**src/common/ccs_pkg.sv**
```systemverilog
package ccs_pkg;

	// ************************************************************
	// Register offsets
	// ************************************************************
	localparam logic [4:0] ADR_MODE    = 5'h00;
	localparam logic [4:0] ADR_CMD     = 5'h01;
	localparam logic [4:0] ADR_STAT    = 5'h02;
	localparam logic [4:0] ADR_IRQ     = 5'h03;
	localparam logic [4:0] ADR_IEN     = 5'h04;
	localparam logic [4:0] ADR_RXLVL   = 5'h05;
	localparam logic [4:0] ADR_TEC     = 5'h06;
	localparam logic [4:0] ADR_REC     = 5'h07;
	localparam logic [4:0] ADR_RXSTART = 5'h08;
	localparam logic [4:0] ADR_RXBYTES = 5'h09;
	localparam logic [4:0] ADR_TXB_LO  = 5'h10;
	localparam logic [4:0] ADR_TXB_HI  = 5'h1C;

	// ************************************************************
	// Field positions
	// ************************************************************
	localparam int MODE_RM    = 0;
	localparam int CMD_SEND   = 0;
	localparam int CMD_CANCEL = 1;
	localparam int CMD_FREE   = 2;
	localparam int CMD_CLROVF = 3;
	localparam int CMD_LOOP   = 4;
	localparam int ST_BS      = 7;
	localparam int ST_ES      = 6;
	localparam int ST_TS      = 5;
	localparam int ST_RS      = 4;
	localparam int ST_TCS     = 3;
	localparam int ST_TBS     = 2;
	localparam int ST_DOS     = 1;
	localparam int ST_RBS     = 0;
	localparam int IRQ_BUSERR = 7;
	localparam int IRQ_OVF    = 3;
	localparam int IRQ_ERR    = 2;
	localparam int IRQ_TX     = 1;
	localparam int IRQ_RX     = 0;

	// ************************************************************
	// Reset values, limits and counts
	// ************************************************************
	localparam logic       RST_RM       = 1'b1;
	localparam logic       RST_TBS      = 1'b1;
	localparam logic [8:0] TEC_LIMIT    = 9'h0FF;
	localparam logic [8:0] TEC_BUSOFF   = 9'h07F;
	localparam logic [8:0] TEC_ERR_STEP = 9'h008;
	localparam logic [7:0] WARN_LIMIT   = 8'h60;
	localparam logic [6:0] BF_LAST      = 7'h7F;
	localparam logic [1:0] REL_DELAY    = 2'h2;
	localparam logic [6:0] FIFO_BYTES   = 7'h40;
	localparam int         Q_DEPTH      = 8;
	localparam int         TXB_LEN      = 13;

	// ************************************************************
	// Carriers to and from the protocol core
	// ************************************************************
	typedef struct packed {
		logic       tx_active;
		logic       rx_active;
		logic       tx_success;
		logic       tx_fail;
		logic       tx_err;
		logic       tx_ok;
		logic       rx_err;
		logic       rx_ok;
		logic       bus_free;
		logic       msg_valid;
		logic       msg_accepted;
		logic       msg_high_prio;
		logic [3:0] msg_len;
	} ccs_core_in_t;

	typedef struct packed {
		logic tx_go;
		logic single_shot;
		logic self_rx;
		logic halt;
	} ccs_core_out_t;

endpackage

```
**src/rtl/ccs_cmd_status.sv**
```systemverilog
`timescale 1ns/1ps
module ccs_cmd_status (
	input  wire logic                    clk,
	input  wire logic                    rst,
	input  wire logic [4:0]              addr,
	input  wire logic [7:0]              wdata,
	input  wire logic                    wr,
	input  wire logic                    rd,
	output logic      [7:0]              rdata,
	input  wire ccs_pkg::ccs_core_in_t   core_in,
	output ccs_pkg::ccs_core_out_t       core_out,
	output logic      [12:0][7:0]        tx_frame,
	output logic      [5:0]              rx_start_addr
);

	// ************************************************************
	// State
	// ************************************************************
	typedef struct packed {
		logic                  rm;
		logic                  bs;
		logic                  es;
		logic                  ts;
		logic                  rs;
		logic                  send_done_flag;
		logic                  tx_buffer_free_flag;
		logic                  ovf;
		logic                  pend;
		logic                  single;
		logic                  self_rx;
		logic [7:0]            irq;
		logic [7:0]            ien;
		logic [7:0]            rx_lvl;
		logic [8:0]            tec;
		logic [7:0]            rec;
		logic [6:0]            bf_cnt;
		logic [7:0][3:0]       q_len;
		logic [7:0]            q_hp;
		logic [2:0]            q_wr;
		logic [2:0]            q_rd;
		logic [3:0]            q_cnt;
		logic [6:0]            bytes;
		logic [3:0]            hp_cnt;
		logic [5:0]            start;
		logic [3:0]            adv;
		logic [1:0]            rel_dly;
		logic [12:0][7:0]      txb;
		logic [7:0]            rdata;
	} ccs_state_t;

	localparam ccs_state_t S_RST = '{rm: ccs_pkg::RST_RM, tx_buffer_free_flag: ccs_pkg::RST_TBS, default: '0};

	ccs_state_t s_r;
	ccs_state_t s_nxt;
	logic [7:0] stat;
	logic       cmd_wr;
	logic       rel;
	logic [4:0] txb_idx;
	logic       txb_wr;

	// ************************************************************
	// Decode
	// ************************************************************
	// Command bits only live for the write cycle
	assign cmd_wr  = wr & (addr == ccs_pkg::ADR_CMD);
	assign rel     = cmd_wr & wdata[ccs_pkg::CMD_FREE] & (s_r.q_cnt != 4'h0);
	assign txb_idx = addr - ccs_pkg::ADR_TXB_LO;
	assign txb_wr  = wr & (addr >= ccs_pkg::ADR_TXB_LO) & (addr <= ccs_pkg::ADR_TXB_HI);

	// Flags register, fixed bit order, never written
	assign stat[ccs_pkg::ST_BS]  = s_r.bs;
	assign stat[ccs_pkg::ST_ES]  = s_r.es;
	assign stat[ccs_pkg::ST_TS]  = s_r.ts;
	assign stat[ccs_pkg::ST_RS]  = s_r.rs;
	assign stat[ccs_pkg::ST_TCS] = s_r.send_done_flag;
	assign stat[ccs_pkg::ST_TBS] = s_r.tx_buffer_free_flag;
	assign stat[ccs_pkg::ST_DOS] = s_r.ovf;
	assign stat[ccs_pkg::ST_RBS] = (s_r.q_cnt != 4'h0);

	// ************************************************************
	// Next state
	// ************************************************************
	always_comb begin
		logic [8:0] tec_t;
		logic [7:0] rec_t;
		logic       room;
		logic       rx_want;
		tec_t   = s_r.tec;
		rec_t   = s_r.rec;
		room    = 1'b0;
		rx_want = 1'b0;
		s_nxt   = s_r;
		s_nxt.rdata = 8'h00;

		// Read mux; flag reads clear all but receive, before any new set
		if (rd) begin
			unique case (addr)
				ccs_pkg::ADR_MODE:    s_nxt.rdata = {7'h00, s_r.rm};
				ccs_pkg::ADR_STAT:    s_nxt.rdata = stat;
				ccs_pkg::ADR_IRQ:     s_nxt.rdata = s_r.irq;
				ccs_pkg::ADR_IEN:     s_nxt.rdata = s_r.ien;
				ccs_pkg::ADR_RXLVL:   s_nxt.rdata = s_r.rx_lvl;
				ccs_pkg::ADR_TEC:     s_nxt.rdata = s_r.tec[7:0];
				ccs_pkg::ADR_REC:     s_nxt.rdata = s_r.rec;
				ccs_pkg::ADR_RXSTART: s_nxt.rdata = {2'b00, s_r.start};
				ccs_pkg::ADR_RXBYTES: s_nxt.rdata = {1'b0, s_r.bytes};
				default: begin
					// Command register is write-only and reads zero
					if (txb_wr | ((addr >= ccs_pkg::ADR_TXB_LO) & (addr <= ccs_pkg::ADR_TXB_HI))) begin
						s_nxt.rdata = s_r.txb[txb_idx[3:0]];
					end
				end
			endcase
			if (addr == ccs_pkg::ADR_IRQ) begin
				s_nxt.irq = s_r.irq & (8'h01 << ccs_pkg::IRQ_RX);
			end
		end

		// Software configuration
		if (wr & (addr == ccs_pkg::ADR_MODE)) begin
			s_nxt.rm = wdata[ccs_pkg::MODE_RM];
		end
		if (wr & (addr == ccs_pkg::ADR_IEN)) begin
			s_nxt.ien = wdata;
		end
		if (wr & (addr == ccs_pkg::ADR_RXLVL)) begin
			s_nxt.rx_lvl = wdata;
		end
		// Locked buffer swallows the byte with no trace
		if (txb_wr & s_r.tx_buffer_free_flag) begin
			s_nxt.txb[txb_idx[3:0]] = wdata;
		end

		// Error counters and bus-off entry
		if (!s_r.rm && !s_r.bs) begin
			if (core_in.tx_err) begin
				tec_t = s_r.tec + ccs_pkg::TEC_ERR_STEP;
			end else if (core_in.tx_ok && s_r.tec != 9'h000) begin
				tec_t = s_r.tec - 9'h001;
			end
			if (core_in.rx_err && s_r.rec != 8'hFF) begin
				rec_t = s_r.rec + 8'h01;
			end else if (core_in.rx_ok && s_r.rec != 8'h00) begin
				rec_t = s_r.rec - 8'h01;
			end
			s_nxt.tec = tec_t;
			s_nxt.rec = rec_t;
			if (tec_t > ccs_pkg::TEC_LIMIT) begin
				s_nxt.bs  = 1'b1;
				s_nxt.rm  = 1'b1;
				s_nxt.tec = ccs_pkg::TEC_BUSOFF;
				if (s_r.ien[ccs_pkg::IRQ_BUSERR]) begin
					s_nxt.irq[ccs_pkg::IRQ_BUSERR] = 1'b1;
				end
			end
		end else if (s_r.bs && !s_r.rm && core_in.bus_free) begin
			// Recovery waits for software to leave reset mode first
			if (s_r.bf_cnt == ccs_pkg::BF_LAST) begin
				s_nxt.bs     = 1'b0;
				s_nxt.tec    = 9'h000;
				s_nxt.rec    = 8'h00;
				s_nxt.bf_cnt = 7'h00;
			end else begin
				s_nxt.bf_cnt = s_r.bf_cnt + 7'h01;
				s_nxt.tec    = s_r.tec - 9'h001;
			end
		end
		// Warning held through bus-off so recovery count-down cannot drop it early
		s_nxt.es = s_nxt.bs | (s_nxt.tec >= {1'b0, ccs_pkg::WARN_LIMIT})
			| (s_nxt.rec >= ccs_pkg::WARN_LIMIT);
		if (s_r.ien[ccs_pkg::IRQ_ERR] && (s_nxt.es != s_r.es || s_nxt.bs != s_r.bs)) begin
			s_nxt.irq[ccs_pkg::IRQ_ERR] = 1'b1;
		end

		// Activity flags; reset mode forces idle
		s_nxt.ts = core_in.tx_active & ~s_nxt.rm;
		s_nxt.rs = core_in.rx_active & ~s_nxt.rm;

		// Transmit request handling; zero bits never touch the pending request
		if (cmd_wr & (wdata[ccs_pkg::CMD_SEND] | wdata[ccs_pkg::CMD_LOOP])) begin
			s_nxt.send_done_flag = 1'b0;
			if (s_r.tx_buffer_free_flag && !s_r.rm) begin
				s_nxt.pend    = 1'b1;
				s_nxt.single  = wdata[ccs_pkg::CMD_CANCEL];
				// Loopback only counts when plain send is absent
				s_nxt.self_rx = wdata[ccs_pkg::CMD_LOOP] & ~wdata[ccs_pkg::CMD_SEND];
			end
		end else if (cmd_wr & wdata[ccs_pkg::CMD_CANCEL]) begin
			// Core may already be on the bus before the flag registers
			if (!s_r.ts && !core_in.tx_active) begin
				s_nxt.pend = 1'b0;
			end else begin
				s_nxt.single = 1'b1;
			end
		end
		if (core_in.tx_success) begin
			s_nxt.pend = 1'b0;
			s_nxt.send_done_flag  = 1'b1;
		end
		// Single shot: request gone the moment the frame starts
		if (s_nxt.ts & ~s_r.ts & s_r.single) begin
			s_nxt.pend = 1'b0;
		end
		if (core_in.tx_fail & s_r.single) begin
			s_nxt.pend = 1'b0;
		end
		if (s_nxt.rm) begin
			s_nxt.pend = 1'b0;
		end
		s_nxt.tx_buffer_free_flag = ~s_nxt.pend & ~s_nxt.ts;
		if (s_r.ien[ccs_pkg::IRQ_TX] & s_nxt.tx_buffer_free_flag & ~s_r.tx_buffer_free_flag) begin
			s_nxt.irq[ccs_pkg::IRQ_TX] = 1'b1;
		end

		// Release of the head message
		if (rel) begin
			s_nxt.q_cnt   = s_r.q_cnt - 4'h1;
			s_nxt.bytes   = s_r.bytes - {3'b000, s_r.q_len[s_r.q_rd]};
			s_nxt.hp_cnt  = s_r.hp_cnt - {3'b000, s_r.q_hp[s_r.q_rd]};
			s_nxt.q_rd    = s_r.q_rd + 3'h1;
			s_nxt.adv     = s_r.q_len[s_r.q_rd];
			s_nxt.rel_dly = ccs_pkg::REL_DELAY;
		end else if (s_r.rel_dly != 2'h0) begin
			s_nxt.rel_dly = s_r.rel_dly - 2'h1;
			if (s_r.rel_dly == 2'h1) begin
				s_nxt.start = s_r.start + {2'b00, s_r.adv};
			end
		end

		// Overflow clear goes first so a same-cycle drop still sets it
		if (cmd_wr & wdata[ccs_pkg::CMD_CLROVF]) begin
			s_nxt.ovf = 1'b0;
		end
		// Store; frames ended by error never reach valid, so no overflow
		if (core_in.msg_valid & core_in.msg_accepted & ~s_r.rm) begin
			room = ((ccs_pkg::FIFO_BYTES - s_nxt.bytes) >= {3'b000, core_in.msg_len})
				& (s_nxt.q_cnt < 4'(ccs_pkg::Q_DEPTH));
			if (room) begin
				s_nxt.q_len[s_r.q_wr] = core_in.msg_len;
				s_nxt.q_hp[s_r.q_wr]  = core_in.msg_high_prio;
				s_nxt.q_wr   = s_r.q_wr + 3'h1;
				s_nxt.q_cnt  = s_nxt.q_cnt + 4'h1;
				s_nxt.bytes  = s_nxt.bytes + {3'b000, core_in.msg_len};
				s_nxt.hp_cnt = s_nxt.hp_cnt + {3'b000, core_in.msg_high_prio};
			end else begin
				s_nxt.ovf = 1'b1;
			end
		end
		if (s_r.ien[ccs_pkg::IRQ_OVF] & s_nxt.ovf & ~s_r.ovf) begin
			s_nxt.irq[ccs_pkg::IRQ_OVF] = 1'b1;
		end

		// Receive interrupt is a level on queue contents
		rx_want = ({1'b0, s_nxt.bytes} > s_r.rx_lvl) | (s_nxt.hp_cnt != 4'h0);
		if (!rx_want || (rel && s_nxt.q_cnt == 4'h0)) begin
			s_nxt.irq[ccs_pkg::IRQ_RX] = 1'b0;
		end else if (s_r.ien[ccs_pkg::IRQ_RX] && s_r.rel_dly == 2'h0 && s_nxt.rel_dly == 2'h0) begin
			s_nxt.irq[ccs_pkg::IRQ_RX] = 1'b1;
		end
	end

	// Single state register
	always_ff @(posedge clk or posedge rst) begin
		if (rst) begin
			s_r <= S_RST;
		end else begin
			s_r <= s_nxt;
		end
	end

	// ************************************************************
	// Outputs
	// ************************************************************
	assign rdata                = s_r.rdata;
	assign tx_frame             = s_r.txb;
	assign rx_start_addr        = s_r.start;
	assign core_out.tx_go       = s_r.pend & ~s_r.rm;
	assign core_out.single_shot = s_r.single;
	assign core_out.self_rx     = s_r.self_rx;
	assign core_out.halt        = s_r.rm;
endmodule

```
**config.mk**
```make
export PLATFORM = sky130hd
export DESIGN_NAME = ccs_cmd_status
export DESIGN_NICKNAME = d
export VERILOG_FILES = /design/src/common/ccs_pkg.sv /design/src/rtl/ccs_cmd_status.sv
export SDC_FILE = /design/constraint.sdc
export NUM_CORES = 1
export LEC_CHECK = 0
export CORE_MARGIN = 2
export CORE_UTILIZATION = 45
export DETAILED_ROUTE_END_ITERATION = 7
export DONT_BUFFER_PORTS = 1
export GPL_TIMING_DRIVEN = 0
export MAX_ROUTING_LAYER = met4
export SLEW_MARGIN = 5
export SYNTH_ARGS = -nofsm -noshare
export SYNTH_HDL_FRONTEND = slang
export SYNTH_SLANG_ARGS = --single-unit
```
**constraint.sdc**
```tcl
create_clock -name clk -period 8.8 [get_ports clk]
set_input_delay 1.76 -clock clk [delete_from_list [all_inputs] [get_ports clk]]
set_output_delay 1.76 -clock clk [all_outputs]
set_load 0.005 [all_outputs]
```
======== Word-level counts from Yosys, hierarchy flattened ========
Index checks and enable logic that the tools add are counted.
operators by class
  add/subtract/negate cells ............... 17
  $lt $le $gt $ge ......................... 13
  equal/unequal tests ..................... 16
  multiplexer cells ....................... 64
  bitwise gates (word level) .............. 43
  reduce and logical (&&, ||, !) cells .... 47
operator list
  operator               number
  $bwmux W104            1
  $mux W8                9
  $pmux W8 S9            1
  $mux W15               3
  $mux W9                5
  $bmux W8 S4            1
  $bwmux W32             1
  $demux W8 S4           1
  $and A1 B1 Y1          28
  $mux W1                26
  $mux W24               1
  $eq A5 B3 Y1 const B   4
  $reduce_bool A2 Y1     10
  $mux W17               1
  $logic_and A1 B1 Y1    14
  $bmux W4 S3            1
  $demux W4 S3           1
  $reduce_and A2 Y1      6
  $eq A5 B2 Y1 const B   2
  $eq A5 B4 Y1 const B   2
  $mux W2                5
  $not A1 Y1             10
  $add A9 B4 Y9 const B  1
  $ge A9 B7 Y1 const B   1
  other kinds (48)       65
word-level totals
  bits in registers ....................... 241
  input bits .............................. 33
  output and inout port bits .............. 122

======== Longest topological paths before layout ========
  depth in word-level cells ............... 21
  mapped depth ............................ 27

======== Worst setup path before layout ========
Ideal clock, no wire load.
  path type ............................... input to register
  start point ............................. in addr[0]
  end point ............................... reg s_r[225] in the netlist's numbering
  library setup time ...................... 0.137 ns
  arrival ................................. 6.335 ns
  required time ........................... 8.663 ns
  slack ................................... 2.328 ns
  stages .................................. 25
  path buffers ............................ 4
  cell sequence ........................... buf_6 -> nor3b_2 -> nand4_2 -> buf_4 -> clkbuf_1 -> buf_1 -> a21oi_1 -> ha_1 -> ha_1 -> a21o_1 -> a21o_1 -> a21oi_1 -> a41oi_4 -> nand2_4 -> mux2i_1 -> ha_1 -> nor2b_1 -> o21a_1 -> o21a_1 -> o21a_1 -> o21a_1 -> o21ai_0 -> a211oi_1 -> a221oi_1 -> a311oi_1
RTL lines
  element                 line                   RTL
  start: declaration      ccs_cmd_status.sv:5    input wire logic [4:0] addr,
  end signal: assignment  ccs_cmd_status.sv:267  s_r <= s_nxt;
  end: declaration        ccs_cmd_status.sv:53   ccs_state_t s_r;

==> results_dict.tcl <==
set metrics [dict create \
    route.detailed.drc 0 \
    coreArea_um2 29900 \
    ios 155 \
    grt_overflow 0 \
    cts-root-buf "clkbuf_16" \
    synthTopCellsByArea "dfrtp_1 44%, mux2_2 13%, buf_4 6.7%" \
    slew_viol_final 0 \
    ys_types 70 \
    wl_per_cell_um 21.9 \
    clk_path_buf_depth 3 \
    min_period_ps 6950 \
    p_per_area_nw_per_um2 288 \
    routed_wl_um 36100 \
    ant_nets 0 \
    required_ps 9210 \
    crit_path_start "s_r[139]" \
    relSlewSlack 0.214 \
    start_util 0.459 \
    place_hpwl_um 26400 \
    drt_iter0_drc 696 \
    total_power_mw 4.37 \
    synth_top_cell_area_share 0.436 \
    hold_class "flop to flop" \
    die_w_um 179 \
    insertion_delay_ps 540 \
    cpPeakStageDelay_ps 640 \
    hold_start "s_r[191]" \
    hold_buffers 0 \
    synth.largest_area_cell "dfrtp_1" \
    outcome "finished, final reports clean" \
    die_h_um 179 \
    worstSetupPathType "flop to flop" \
    rows 63 \
    antenna_found_initial 0 \
    synthMuxAreaShare 0.206 \
    grt_max_degree 101 \
    synth_compound_gate_area_share 0.0912 \
    cts_buffers 27 \
    cts_resized 0 \
    grt_util_all_layers 0.236 \
    nFillCells 2680 \
    cts_setup_buffers 0 \
    synth_xor_area_frac 0.0248 \
    first_pass_iters 5 \
    clkTransAtPathRegs_ps 60 \
    grt_pass1_vias 9319 \
    viasPerCell 5.78 \
    synth-simple-area-share 0.103 \
    skew_ps 11.0 \
    layout-drive-gt1-share 0.310 \
    path_max_fanout 10 \
    end_kind "flop" \
    yosysMostFrequentCell "dfrtp_1" \
    rsz0062_at_grt "false" \
    dp_cells 1601 \
    diodes 0 \
    syn_area_um2 13700 \
    hold_slack_ps 469 \
    grt_pass1_wl_um 56100 \
    crit_arrival_ps 7350 \
    finalSetupViolCount 0 \
    synth_edf_count 0 \
    ir_drop_uv 212 \
    cts_htree_levels 1 \
    dp_worst_setup_slack_ps 1380 \
    netlist_instances 1209 \
    layout.nets 1315 \
    fin_crit_sh 0.789 \
    final.setup.worst_slack_ps 1850 \
    syn_area_per_cell_um2 11.4 \
    fp.dieArea_um2 31900 \
    worst_path_max_delay_cell "buf_1" \
    crit-reg2reg-launch "s_r[139]" \
    vias 9523 \
    final_cell_count_no_fill 1648 \
    yosysWarnings 0 \
    syn2layout_area_growth_pct 10.5 \
    place_congestion 0.887 \
    worst_pin_slew_ps 1180 \
    syn-num-nets 1284 \
    finalHoldViolCount 0 \
    synthFlopType "dfrtp_1" \
    critPathLaunchType "flop" \
    fmax_ghz 0.144 \
    cts_sinks 241 \
    cts_tree "done" \
    synth_fa_ha_area_frac 0.0399 \
    ys_top_cells_by_count "239 x dfrtp_1, 158 x mux2_2, 122 x buf_4, 91 x nand2_1, 60 x nor2_1" \
    ys_async_sr_fraction 1.00 \
    yosys_register_bits 241 \
    yosysSeqAreaShare 0.440 \
    drv_cap 0 \
    cellLeakagePower_nw 6.82 \
    io_buffers 0 \
    synth_top_family_by_area "multiplexers" \
]
-- placed cells by master (no fill, tap or decap), types with 5 or more instances in the layout --
cell type	n
nand3b_1	6
a21oi_1	32
xnor2_1	21
or3_1	5
a31oi_1	7
a221oi_1	13
mux2i_1	15
mux4_2	40
clkbuf_16	27
a41oi_1	5
buf_4	122
a22o_1	8
nand2b_1	10
nand2_1	91
and3_1	5
ha_1	39
nor2b_1	8
nand4_1	13
xor2_1	16
o21ai_0	45
a22oi_1	13
nand3_1	14
o21a_1	9
clkbuf_1	47
nor2_1	60
nor3_1	16
clkinv_2	5
nor4_1	8
mux2_2	158
buf_1	8
dfrtp_1	239
o211ai_1	6
inv_1	44
a21o_1	10
o31ai_1	7
or4_1	6
-- cell type report --
type / instances / area, µm² / share of cell area
Multi-Input combinational cell: 746 / 6400 / 0.422
Sequential cell: 241 / 6030 / 0.398
Buffer: 177 / 1130 / 0.0747
Clock buffer: 35 / 746 / 0.0491
Tap cell: 390 / 488 / 0.0322
Inverter: 45 / 176 / 0.0116
Clock inverter: 12 / 145 / 0.00957
Timing Repair Buffer: 2 / 55.1 / 0.00363
-- sequential cells by signal, summed over array words and instances, names as in the netlist --
name	flops
s_r	120
tx_frame	104
rdata	8
core_out	3
rx_start_addr	6
-- power by group --
part           switching (mW)  leakage, nW  internal [mW]
clock                   0.466        0.429          0.682
sequential              0.273         3.10           1.43
combinational           0.766         3.29          0.754
total                    1.51         6.82           2.87
-- worst max-delay path, delay by kind of cell (launching register included) --
family / cells / cell delay [ps]
compound gates: 13 / 2480
fa+ha+maj: 5 / 1620
mux: 3 / 1240
buf+inv: 1 / 640
simple gates: 3 / 420
flops: 1 / 390
-- cells by family (layout without fill, tap and decap cells) --
kind of cell / after synthesis / in the layout
compound gates: 180 / 180
xor+xnor: 38 / 38
fa+ha+maj: 42 / 42
buf+inv: 222 / 271
flops: 241 / 241
mux: 213 / 213
simple gates: 273 / 273
-- metal layers --
metal  vias to the layer above  wire length [µm]  track usage
li1                       4327                 -            -
met1                      4814             16200        0.335
met2                       325             16700        0.358
met3                        57              2350       0.0373
met4                         0               859       0.0549
met5                         -                 0            -
-- worst paths after layout --
| kind | cells after the start | end | slack [ps] |
|---|---|---|---|
| setup / recovery | 25 | s_r[225] | 1850 |
| setup reg to reg | 25 | s_r[225] | 1850 |
| min in group asynchronous | 1 | s_r[146] | 1140 |
| max in group asynchronous | 3 | core_out[0] | 6430 |
| hold / removal | 1 | s_r[191] | 470 |
| hold reg to reg | 1 | s_r[191] | 470 |
-- stage by stage --
step / area, µm² / utilization / TNS, ps
2_1_floorplan: 13700 / - / 0
3_3_place_gp: 14200 / 0.476 / -582430
3_5_place_dp: 14300 / 0.478 / 0
4_1_cts: 15200 / 0.508 / 0
5_1_grt: 15200 / 0.508 / 0
6_report: 15200 / 0.508 / 0
Power figures use the tool's default switching activity.
